**src/design/bbs_defines.svh**
```systemverilog
// Purpose: constants of the boost/bypass sequencer
// Assumes: 40 MHz pclk
// Notes:   counts derive from the printed durations
`ifndef BBS_DEFINES_SVH
`define BBS_DEFINES_SVH
// ----------------------------------------------------------
// clock and durations
// ----------------------------------------------------------
`define BBS_CLK_KHZ       40000
`define BBS_CHG2_TMO_US   1024
`define BBS_SS_TMO_MS     2
`define BBS_RESTART_MS    1
// microsecond waits round down to whole cycles
`define BBS_CHG2_CYC      ((`BBS_CHG2_TMO_US * `BBS_CLK_KHZ) / 1000)
`define BBS_SS_CYC        (`BBS_SS_TMO_MS * `BBS_CLK_KHZ)
`define BBS_RESTART_CYC   (`BBS_RESTART_MS * `BBS_CLK_KHZ)
// ----------------------------------------------------------
// register map
// ----------------------------------------------------------
`define BBS_REG_CTRL      12'h000
`define BBS_REG_STATUS    12'h004
`define BBS_REG_FAULTS    12'h008
`define BBS_CTRL_AUTO_BIT 0
`define BBS_CTRL_RST      1'h1
`define BBS_CTL_RST       8'hA0  // path open and discharge on
`define BBS_ST_STATE_LSB  0
`define BBS_ST_ENABLE_BIT 3
`define BBS_ST_THERM_BIT  4
`define BBS_ST_POK_BIT    5
`define BBS_FAULTS_W      8
`endif

```
**src/design/bbs_pkg.sv**
```systemverilog
// Purpose: shared types of the boost/bypass sequencer
// Assumes: nothing
// Notes:   all eight state codes are legal
package bbs_pkg;
  typedef enum logic [2:0] {
    BBS_OFF    = 3'h0,
    BBS_CHG1   = 3'h1,
    BBS_CHG2   = 3'h2,
    BBS_SOFT   = 3'h3,
    BBS_BOOST  = 3'h4,
    BBS_BYPASS = 3'h5,
    BBS_FAULT  = 3'h6,
    BBS_PASS   = 3'h7
  } bbs_state_t;
endpackage

```
**src/design/bbs_seq_if.sv**
```systemverilog
// Purpose: links sequencer, timeout timer and power-good monitor
// Assumes: one clock domain
// Notes:   no clocking block
`timescale 1ns/1ps
`default_nettype none
interface bbs_seq_if #(parameter int TW = 17);
  logic          tmr_restart;
  logic [TW-1:0] tmr_limit;
  logic          tmr_expired;
  logic          ss_done;
  logic          fault_now;
  logic          ilim_trip;
  logic          temp_hot;
  logic          temp_cool;
  logic          thermal_latched;
  logic          pull_low;
  modport seq (output tmr_restart, output tmr_limit, input tmr_expired,
               output ss_done, output fault_now, output ilim_trip,
               output temp_hot, output temp_cool,
               input thermal_latched, input pull_low);
  modport tmr (input tmr_restart, input tmr_limit, output tmr_expired);
  modport mon (input ss_done, input fault_now, input ilim_trip,
               input temp_hot, input temp_cool,
               output thermal_latched, output pull_low);
endinterface
`default_nettype wire

```
**src/design/bbs_timer.sv**
```systemverilog
// Purpose: dwell timer for timed sequencer states
// Assumes: restart pulses on every state change
// Notes:   holds at its limit minus one, so untimed states are harmless
`timescale 1ns/1ps
`default_nettype none
module bbs_timer #(
  parameter int TW = 17
) (
  input  wire logic pclk,
  input  wire logic presetn,
  bbs_seq_if.tmr    tif
);
  logic [TW-1:0] cnt_r;
  logic [TW-1:0] cnt_nxt;

  // expiry in the last cycle of the allowed dwell
  assign tif.tmr_expired = (cnt_r == tif.tmr_limit - TW'(1));

  // count up, hold once expired
  always_comb begin
    cnt_nxt = cnt_r;
    if (tif.tmr_restart) begin
      cnt_nxt = '0;
    end else if (!tif.tmr_expired) begin
      cnt_nxt = cnt_r + TW'(1);
    end
  end

  always_ff @(posedge pclk or negedge presetn) begin
    if (!presetn) begin
      cnt_r <= '0;
    end else begin
      cnt_r <= cnt_nxt;
    end
  end
endmodule
`default_nettype wire

```
**src/design/bbs_pwrgood.sv**
```systemverilog
// Purpose: thermal latch and power-good pull-down
// Assumes: hot/cool come from 120 C rising and 100 C falling comparators
// Notes:   pull_low high means the open-drain flag is driven low
`timescale 1ns/1ps
`default_nettype none
module bbs_pwrgood (
  input  wire logic pclk,
  input  wire logic presetn,
  bbs_seq_if.mon    mif
);
  logic therm_r;
  logic therm_nxt;
  logic pull_r;
  logic pull_nxt;

  assign mif.thermal_latched = therm_r;
  assign mif.pull_low        = pull_r;

  always_comb begin
    // thermal latch hold
    // hot wins over cool so a trip is never lost
    therm_nxt = therm_r;
    if (mif.temp_hot) begin
      therm_nxt = 1'b1;
    end else if (mif.temp_cool) begin
      therm_nxt = 1'b0;
    end
    pull_nxt = !(mif.ss_done && !mif.fault_now && !mif.ilim_trip && !therm_nxt);
  end

  always_ff @(posedge pclk or negedge presetn) begin
    if (!presetn) begin
      therm_r <= 1'b0;
      pull_r  <= 1'b1;
    end else begin
      therm_r <= therm_nxt;
      pull_r  <= pull_nxt;
    end
  end
endmodule
`default_nettype wire

```
**src/design/bbs_sequencer.sv**
```systemverilog
// Purpose: startup, mode and fault sequencer of a boost regulator with bypass
// Assumes: comparator inputs synchronous to pclk; APB slave for status/control
// Notes:   outputs select analog functions, they do not regulate
//
// The APB register port and the address map were left to the implementer.
`timescale 1ns/1ps
`include "bbs_defines.svh"
`default_nettype none

// Summary of operation
// - enable low forces full shutdown
// - force-low pin closes bypass, rest idle
// - select pin picks 3.3V or 3.55V
// - startup needs enable and input above lockout
// - phase one limits 1A, phase two 2A
// - state moves follow voltage comparator conditions
// - phase two over 1024us gives fault
// - switching begins at soft-start entry
// - soft-start over 2ms gives fault
// - fault state opens input-output path
// - fault restarts automatically after 1ms
// - auto mode boost to bypass above target
// - forced pass-through uses 4000mA limit
// - power flag high after soft-start done
// - any fault pulls power flag low
// - current trip or 120C pulls flag low
// - both pins high selects automatic mode; bypass also needs the CTRL auto bit set
// - over-temperature latches regulation off
// - enable low turns on output discharge
module bbs_sequencer #(
  parameter int TW          = 17,
  parameter int CHG2_CYC    = `BBS_CHG2_CYC,
  parameter int SS_CYC      = `BBS_SS_CYC,
  parameter int RESTART_CYC = `BBS_RESTART_CYC
) (
  input  wire logic        pclk,
  input  wire logic        presetn,
  // apb slave
  input  wire logic        psel,
  input  wire logic        penable,
  input  wire logic        pwrite,
  input  wire logic [11:0] paddr,
  input  wire logic [31:0] pwdata,
  output var  logic [31:0] prdata,
  output var  logic        pready,
  output var  logic        pslverr,
  // host pins
  input  wire logic        enable_in,
  input  wire logic        passthrough_force_low,
  input  wire logic        output_level_select,
  // analog comparators
  input  wire logic        vin_above_lockout,
  input  wire logic        vin_above_vout,
  input  wire logic        phase_one_current_low,
  input  wire logic        vout_at_min,
  input  wire logic        vin_above_target,
  input  wire logic        current_limit_trip,
  input  wire logic        temp_above_rise,
  input  wire logic        temp_below_fall,
  // open-drain power flag
  input  wire logic        power_ok_flag_i,
  output var  logic        power_ok_flag_o,
  output var  logic        power_ok_flag_oe,
  // analog controls
  output var  logic        circuit_enable,
  output var  logic        switch_enable,
  output var  logic        bypass_switch,
  output var  logic        charge_limit_phase_one,
  output var  logic        charge_limit_phase_two,
  output var  logic        path_open,
  output var  logic        passthrough_limit_en,
  output var  logic        discharge_on,
  output var  logic        level_high
);
  // ----------------------------------------------------------
  // declarations
  // ----------------------------------------------------------
  bbs_pkg::bbs_state_t state_r;
  bbs_pkg::bbs_state_t state_nxt;
  logic [7:0] ctl_r;
  logic [7:0] ctl_nxt;
  logic       level_r;
  logic       level_nxt;
  logic       auto_r;
  logic       auto_nxt;
  logic [`BBS_FAULTS_W-1:0] faults_r;
  logic [`BBS_FAULTS_W-1:0] faults_nxt;
  logic [31:0] prdata_r;
  logic [31:0] prdata_nxt;
  logic        pready_r;
  logic        pready_nxt;
  logic        pslverr_r;
  logic        pslverr_nxt;
  logic        apb_setup;
  logic        apb_wr;
  logic        addr_ok;

  bbs_seq_if #(.TW(TW)) sif ();

  // ----------------------------------------------------------
  // helpers
  // ----------------------------------------------------------
  bbs_timer #(.TW(TW)) u_timer (
    .pclk    (pclk),
    .presetn (presetn),
    .tif     (sif.tmr)
  );

  bbs_pwrgood u_pwrgood (
    .pclk    (pclk),
    .presetn (presetn),
    .mif     (sif.mon)
  );

  // monitor feeds; boost or bypass means soft-start completed
  assign sif.ss_done   = (state_r == bbs_pkg::BBS_BOOST) || (state_r == bbs_pkg::BBS_BYPASS);
  assign sif.fault_now = (state_r == bbs_pkg::BBS_FAULT);
  assign sif.ilim_trip = current_limit_trip;
  assign sif.temp_hot  = temp_above_rise;
  assign sif.temp_cool = temp_below_fall;

  // ----------------------------------------------------------
  // state sequencing
  // ----------------------------------------------------------
  always_comb begin
    state_nxt = state_r;
    if (!enable_in) begin
      state_nxt = bbs_pkg::BBS_OFF;
    end else if (!passthrough_force_low) begin
      state_nxt = bbs_pkg::BBS_PASS;
    end else if (!vin_above_lockout || sif.thermal_latched) begin
      // held off below lockout or while the thermal latch is set
      state_nxt = bbs_pkg::BBS_OFF;
    end else begin
      unique case (state_r)
        bbs_pkg::BBS_OFF,
        bbs_pkg::BBS_PASS: begin
          state_nxt = bbs_pkg::BBS_CHG1;
        end
        bbs_pkg::BBS_CHG1: begin
          if (phase_one_current_low) begin
            state_nxt = bbs_pkg::BBS_CHG2;
          end
        end
        bbs_pkg::BBS_CHG2: begin
          if (sif.tmr_expired) begin
            state_nxt = bbs_pkg::BBS_FAULT;
          end else if (!vin_above_vout) begin
            state_nxt = bbs_pkg::BBS_SOFT;
          end
        end
        bbs_pkg::BBS_SOFT: begin
          if (sif.tmr_expired) begin
            state_nxt = bbs_pkg::BBS_FAULT;
          end else if (vout_at_min) begin
            state_nxt = bbs_pkg::BBS_BOOST;
          end
        end
        bbs_pkg::BBS_BOOST: begin
          if (auto_r && vin_above_target) begin
            state_nxt = bbs_pkg::BBS_BYPASS;
          end
        end
        bbs_pkg::BBS_BYPASS: begin
          if (!vin_above_target) begin
            state_nxt = bbs_pkg::BBS_BOOST;
          end
        end
        bbs_pkg::BBS_FAULT: begin
          if (sif.tmr_expired) begin
            state_nxt = bbs_pkg::BBS_CHG1;
          end
        end
      endcase
    end
  end

  // dwell limit per state, cleared on every change
  always_comb begin
    sif.tmr_restart = (state_nxt != state_r);
    unique case (state_r)
      bbs_pkg::BBS_CHG2:  sif.tmr_limit = TW'(CHG2_CYC);
      bbs_pkg::BBS_SOFT:  sif.tmr_limit = TW'(SS_CYC);
      bbs_pkg::BBS_FAULT: sif.tmr_limit = TW'(RESTART_CYC);
      default:            sif.tmr_limit = '1;
    endcase
  end

  // ----------------------------------------------------------
  // output decode
  // ----------------------------------------------------------
  // decoded from the next state and enable_in so pins track state_r exactly
  always_comb begin
    ctl_nxt[0] = enable_in;
    ctl_nxt[1] = (state_nxt == bbs_pkg::BBS_SOFT) || (state_nxt == bbs_pkg::BBS_BOOST);
    ctl_nxt[2] = (state_nxt == bbs_pkg::BBS_PASS) || (state_nxt == bbs_pkg::BBS_BYPASS);
    ctl_nxt[3] = (state_nxt == bbs_pkg::BBS_CHG1);
    ctl_nxt[4] = (state_nxt == bbs_pkg::BBS_CHG2);
    ctl_nxt[5] = (state_nxt == bbs_pkg::BBS_FAULT) || (state_nxt == bbs_pkg::BBS_OFF);
    ctl_nxt[6] = (state_nxt == bbs_pkg::BBS_PASS);
    ctl_nxt[7] = !enable_in;
    level_nxt = output_level_select;
  end

  always_ff @(posedge pclk or negedge presetn) begin
    if (!presetn) begin
      state_r <= bbs_pkg::BBS_OFF;
      ctl_r   <= `BBS_CTL_RST;
      level_r <= 1'b0;
    end else begin
      state_r <= state_nxt;
      ctl_r   <= ctl_nxt;
      level_r <= level_nxt;
    end
  end

  assign circuit_enable         = ctl_r[0];
  assign switch_enable          = ctl_r[1];
  assign bypass_switch          = ctl_r[2];
  assign charge_limit_phase_one = ctl_r[3];
  assign charge_limit_phase_two = ctl_r[4];
  assign path_open              = ctl_r[5];
  assign passthrough_limit_en   = ctl_r[6];
  assign discharge_on           = ctl_r[7];
  assign level_high             = level_r;
  // open-drain flag, enable means pull low
  assign power_ok_flag_o        = 1'b0;
  assign power_ok_flag_oe       = sif.pull_low;

  // ----------------------------------------------------------
  // apb slave
  // ----------------------------------------------------------
  // one wait-free access phase: pready rises the cycle after setup
  assign apb_setup = psel && !penable;
  assign apb_wr    = psel && penable && pready_r && pwrite;
  assign addr_ok   = (paddr == `BBS_REG_CTRL) || (paddr == `BBS_REG_STATUS) ||
                     (paddr == `BBS_REG_FAULTS);

  always_comb begin
    auto_nxt    = auto_r;
    faults_nxt  = faults_r;
    prdata_nxt  = prdata_r;
    pready_nxt  = apb_setup;
    pslverr_nxt = apb_setup && !addr_ok;
    if (apb_wr && (paddr == `BBS_REG_CTRL)) begin
      auto_nxt = pwdata[`BBS_CTRL_AUTO_BIT];
    end
    // saturating count of fault entries; a write clears it
    if (apb_wr && (paddr == `BBS_REG_FAULTS)) begin
      faults_nxt = '0;
    end
    if ((state_nxt == bbs_pkg::BBS_FAULT) && (state_r != bbs_pkg::BBS_FAULT) && (faults_nxt != '1)) begin
      faults_nxt = faults_nxt + `BBS_FAULTS_W'(1);
    end
    if (apb_setup) begin
      prdata_nxt = '0;
      if (!pwrite) begin
        unique case (paddr)
          `BBS_REG_CTRL: begin
            prdata_nxt[`BBS_CTRL_AUTO_BIT] = auto_r;
          end
          `BBS_REG_STATUS: begin
            prdata_nxt[`BBS_ST_STATE_LSB +: 3] = state_r;
            prdata_nxt[`BBS_ST_ENABLE_BIT]     = enable_in;
            prdata_nxt[`BBS_ST_THERM_BIT]      = sif.thermal_latched;
            prdata_nxt[`BBS_ST_POK_BIT]        = power_ok_flag_i;
          end
          `BBS_REG_FAULTS: begin
            prdata_nxt[`BBS_FAULTS_W-1:0] = faults_r;
          end
          default: begin
            prdata_nxt = '0;
          end
        endcase
      end
    end
  end

  always_ff @(posedge pclk or negedge presetn) begin
    if (!presetn) begin
      auto_r    <= `BBS_CTRL_RST;
      faults_r  <= '0;
      prdata_r  <= '0;
      pready_r  <= 1'b0;
      pslverr_r <= 1'b0;
    end else begin
      auto_r    <= auto_nxt;
      faults_r  <= faults_nxt;
      prdata_r  <= prdata_nxt;
      pready_r  <= pready_nxt;
      pslverr_r <= pslverr_nxt;
    end
  end

  assign prdata  = prdata_r;
  assign pready  = pready_r;
  assign pslverr = pslverr_r;

  // ----------------------------------------------------------
  // checks
  // ----------------------------------------------------------
  // dwell counter seen only by the checks
  logic [TW-1:0] dwell_r;
  logic [TW-1:0] dwell_nxt;
  always_comb begin
    dwell_nxt = (state_nxt != state_r) ? '0 : dwell_r + TW'(dwell_r != '1);
  end
  always_ff @(posedge pclk or negedge presetn) begin
    if (!presetn) begin
      dwell_r <= '0;
    end else begin
      dwell_r <= dwell_nxt;
    end
  end
endmodule
`default_nettype wire

```
**config.mk**
```make
export PLATFORM = sky130hd
export DESIGN_NAME = bbs_sequencer
export DESIGN_NICKNAME = d
export VERILOG_FILES = /design/src/design/bbs_pkg.sv /design/src/design/bbs_seq_if.sv /design/src/design/bbs_timer.sv /design/src/design/bbs_pwrgood.sv /design/src/design/bbs_sequencer.sv
export VERILOG_INCLUDE_DIRS = /design/src /design/src/design
export SDC_FILE = /design/constraint.sdc
export NUM_CORES = 1
export LEC_CHECK = 0
export BUFFER_PORTS_ARGS = -buffer_cell sky130_fd_sc_hd__buf_2
export CORE_ASPECT_RATIO = 1.5
export CORE_MARGIN = 2
export CORE_UTILIZATION = 45
export CTS_BUF_LIST = sky130_fd_sc_hd__clkbuf_8
export CTS_CLUSTER_DIAMETER = 40
export DETAILED_ROUTE_END_ITERATION = 8
export GPL_TIMING_DRIVEN = 0
export PLACE_DENSITY_LB_ADDON = 0.25
export SLEW_MARGIN = 25
export SYNTH_ARGS = -nofsm -noshare
export SYNTH_HDL_FRONTEND = slang
export SYNTH_SLANG_ARGS = --single-unit
```
**constraint.sdc**
```tcl
create_clock -name pclk -period 3.3 [get_ports pclk]
set_input_delay 0.165 -clock pclk [delete_from_list [all_inputs] [get_ports pclk]]
set_output_delay 0.165 -clock pclk [all_outputs]
set_load 0.03 [all_outputs]
```
==> results.ini <==
[logic_synthesis]
synth_common_cells=dfrtp_1 (46), nand2_1 (30), buf_4 (26)
synth_area_leaders=dfrtp_1 (37%), buf_4 (6.3%), nor3_1 (3.9%)
yosysTopAreaCell=dfrtp_1
synth.avg_cell_area_sq_um=8.92
ys_ff_latch=50
synth-edff-count=0
ys_seq_area_frac=0.405
synthArstFlopShare=1.00
yosys_warnings=0
synth_top_area_frac=0.371
yosysMostFrequentCell=dfrtp_1
synthFlopType=dfrtp_1
syn_inst=348
netlist_area_sq_um=3110
yosysUniqueCellTypes=59

[route]
drt_iter0_markers=93
avgViaCountPerCell=5.49
num_vias=2847
drtPass1Iterations=4
top_layer=met4
route.met3.wl_um=357
postRouteAntennaNets=0
wl_met2_um=4530
drc_errors=0
met1_length_um=2910
drt-total-wl_um=8140
wl_per_cell_um=15.7

[place]
dp.cells=499
portBuffers=49
placed_area_sq_um=3540
dpl.hpwl_um=5890
place_congestion=0.915
post-place-ws_ps=-319

[timing]
tns_ps=0
skew_ps=10.7
final-max-slew-violation-count=0
fin_crit_sh=0.968
fmax_mhz=313
min_period_ps=3190
worst_pin_slew_ps=779
hold_ws_ps=31.9
relSlewSlack=0.476
setup_viol=0
finalHoldViolCount=0
finalWorstSetupSlack_ps=106

[floorplan]
dieArea_sq_um=7600
io_pins=106
die_width_um=71.8
core_sq_um=6760
initial_core_util=0.459
core.rowCount=37
die_h_um=106

[cts]
clkLatencyLatePin_ps=320
cts_tree=built
path_clk_slew_ps=90
cts_sinks=50
h-tree-depth=2
cts-root-buf=clkbuf_8
cts_buffer_depth=2
cts_buffers=5

[global_route]
grt_start_max_net_pins=51
track_usage=0.220
grt_overflow_total=0
grt_pass1_wl_um=13100
grt_pass1_vias=2827
antenna_found_initial=0

[power]
p_sw_uw=407
cellLeakagePower_nw=1.77
ir_worst_vdd_mv=0.261
combPwrFrac=0.216
total_power_mw=1.33
power_density_nw_per_um2=348
p_int_uw=924
pwr-share-clk=0.304
switching_share=0.306
sequentialPowerShare=0.481

[setup_path]
endpoint_kind=flip-flop
critPathArrivalTime_ps=3440
crit_fanout=9
worstPathRequired_ps=3540
start_kind=flip-flop
worstSetupPathType=flip-flop to flip-flop

[cells_and_area]
syn2layout_area_growth_pct=23.2
fin_util=0.566
fin_cells=519
nets=503
drive_above_1_share=0.279
final_area_sq_um=3830
antennaDiodeCount=0

[flow_run]
maxCapViolCount=0

[hold_path]
hp-class=input port to flip-flop

[status]
status=finished, final reports clean

## worst paths after layout
kind | start | end | slack [ps] | cells past startpoint
worst max-delay path | u_timer.cnt_r[13] | faults_r[3] | 110 | 9
worst min-delay path | temp_above_rise | u_pwrgood.mif.thermal_latched | 30 | 2
worst max register to register | u_timer.cnt_r[13] | faults_r[3] | 110 | 9
worst min register to register | prdata[5] | prdata[5] | 480 | 2
max in group asynchronous | presetn | u_timer.cnt_r[15] | 2460 | 2
min in group asynchronous | presetn | prdata[3] | 410 | 2
## worst max-delay path: stages, from the launching register on
cell and delay [ps]:
dfrtp_1 430, or4b_4 550, o21ai_2 110, nand4_4 150, o31ai_2 290, o221ai_2 270, or4_1 520, buf_4 180
or4_1 460, a21oi_1 160
## state kept, by name, summed over array words and instances (netlist names), 3 cells and up
register,cells
state_r,3
faults_r,8
ctl_r,8
prdata,8
u_timer.cnt_r,17
## cell type report
cell class                      instances  area, sq um
Fill cell                             644         2930
Multi-Input combinational cell        270         1710
Sequential cell                        50         1260
Timing Repair Buffer                   61          343
Buffer                                 42          277
Tap cell                               78         97.6
Clock buffer                            7         96.3
Inverter                               10         37.5
Clock inverter                          1         8.76
## cell usage in the layout, fill, tap and decap left out, types with 6 or more instances in the layout
master     n
clkbuf_8   7
conb_1    25
a21oi_1   15
nor2_1    17
nor4_1     6
nand2b_1   9
nor2b_1    8
buf_4     38
nand3_1   11
xnor2_1    7
inv_1     10
nor3_1    22
buf_2     53
clkbuf_1   8
nand4_1    8
xor2_1    11
o21ai_0   19
nand2_1   30
dfrtp_1   46
## power by group through the flow
stage / Sequential [mW] / Clock [mW] / Combinational, mW
after floorplan: 0.664 / 0 / 0.166
after global placement: 0.650 / 0 / 0.256
after detailed placement: 0.651 / 0 / 0.259
after CTS: 0.639 / 0.415 / 0.270
after global routing: 0.642 / 0.432 / 0.313
final: 0.640 / 0.404 / 0.287
## cells by family (layout without fill, tap and decap cells)
family | after synthesis | count (layout) | synth area share
AOI/OAI and AO/OA | 73 | 73 | 0.159
xor gates and xnor gates | 19 | 19 | 0.0536
adders and majority gates | 2 | 2 | 0.00806
buffers and inverters | 52 | 121 | 0.0975
DFF | 50 | 50 | 0.405
muxes | 7 | 7 | 0.0234
other | 1 | 25 | 0.00121
and+or+nand+nor | 144 | 144 | 0.253
## per-layer routing
metal | vias up | GRT usage
met4 | 0 | 0.117
met3 | 27 | 0.0363
met2 | 87 | 0.423
li1 | 1391 | -
met5 | - | 0
met1 | 1342 | 0.216
## repair_timing
item	in CTS	in global routing
hold buffers	2	0
pin swaps	2	5
endpoints found under the setup margin	23	15
buffers inserted	3	7
gates resized for setup	5	16
hold endpoints to repair	47	0
Note: power is estimated with default switching activity, not from simulation.
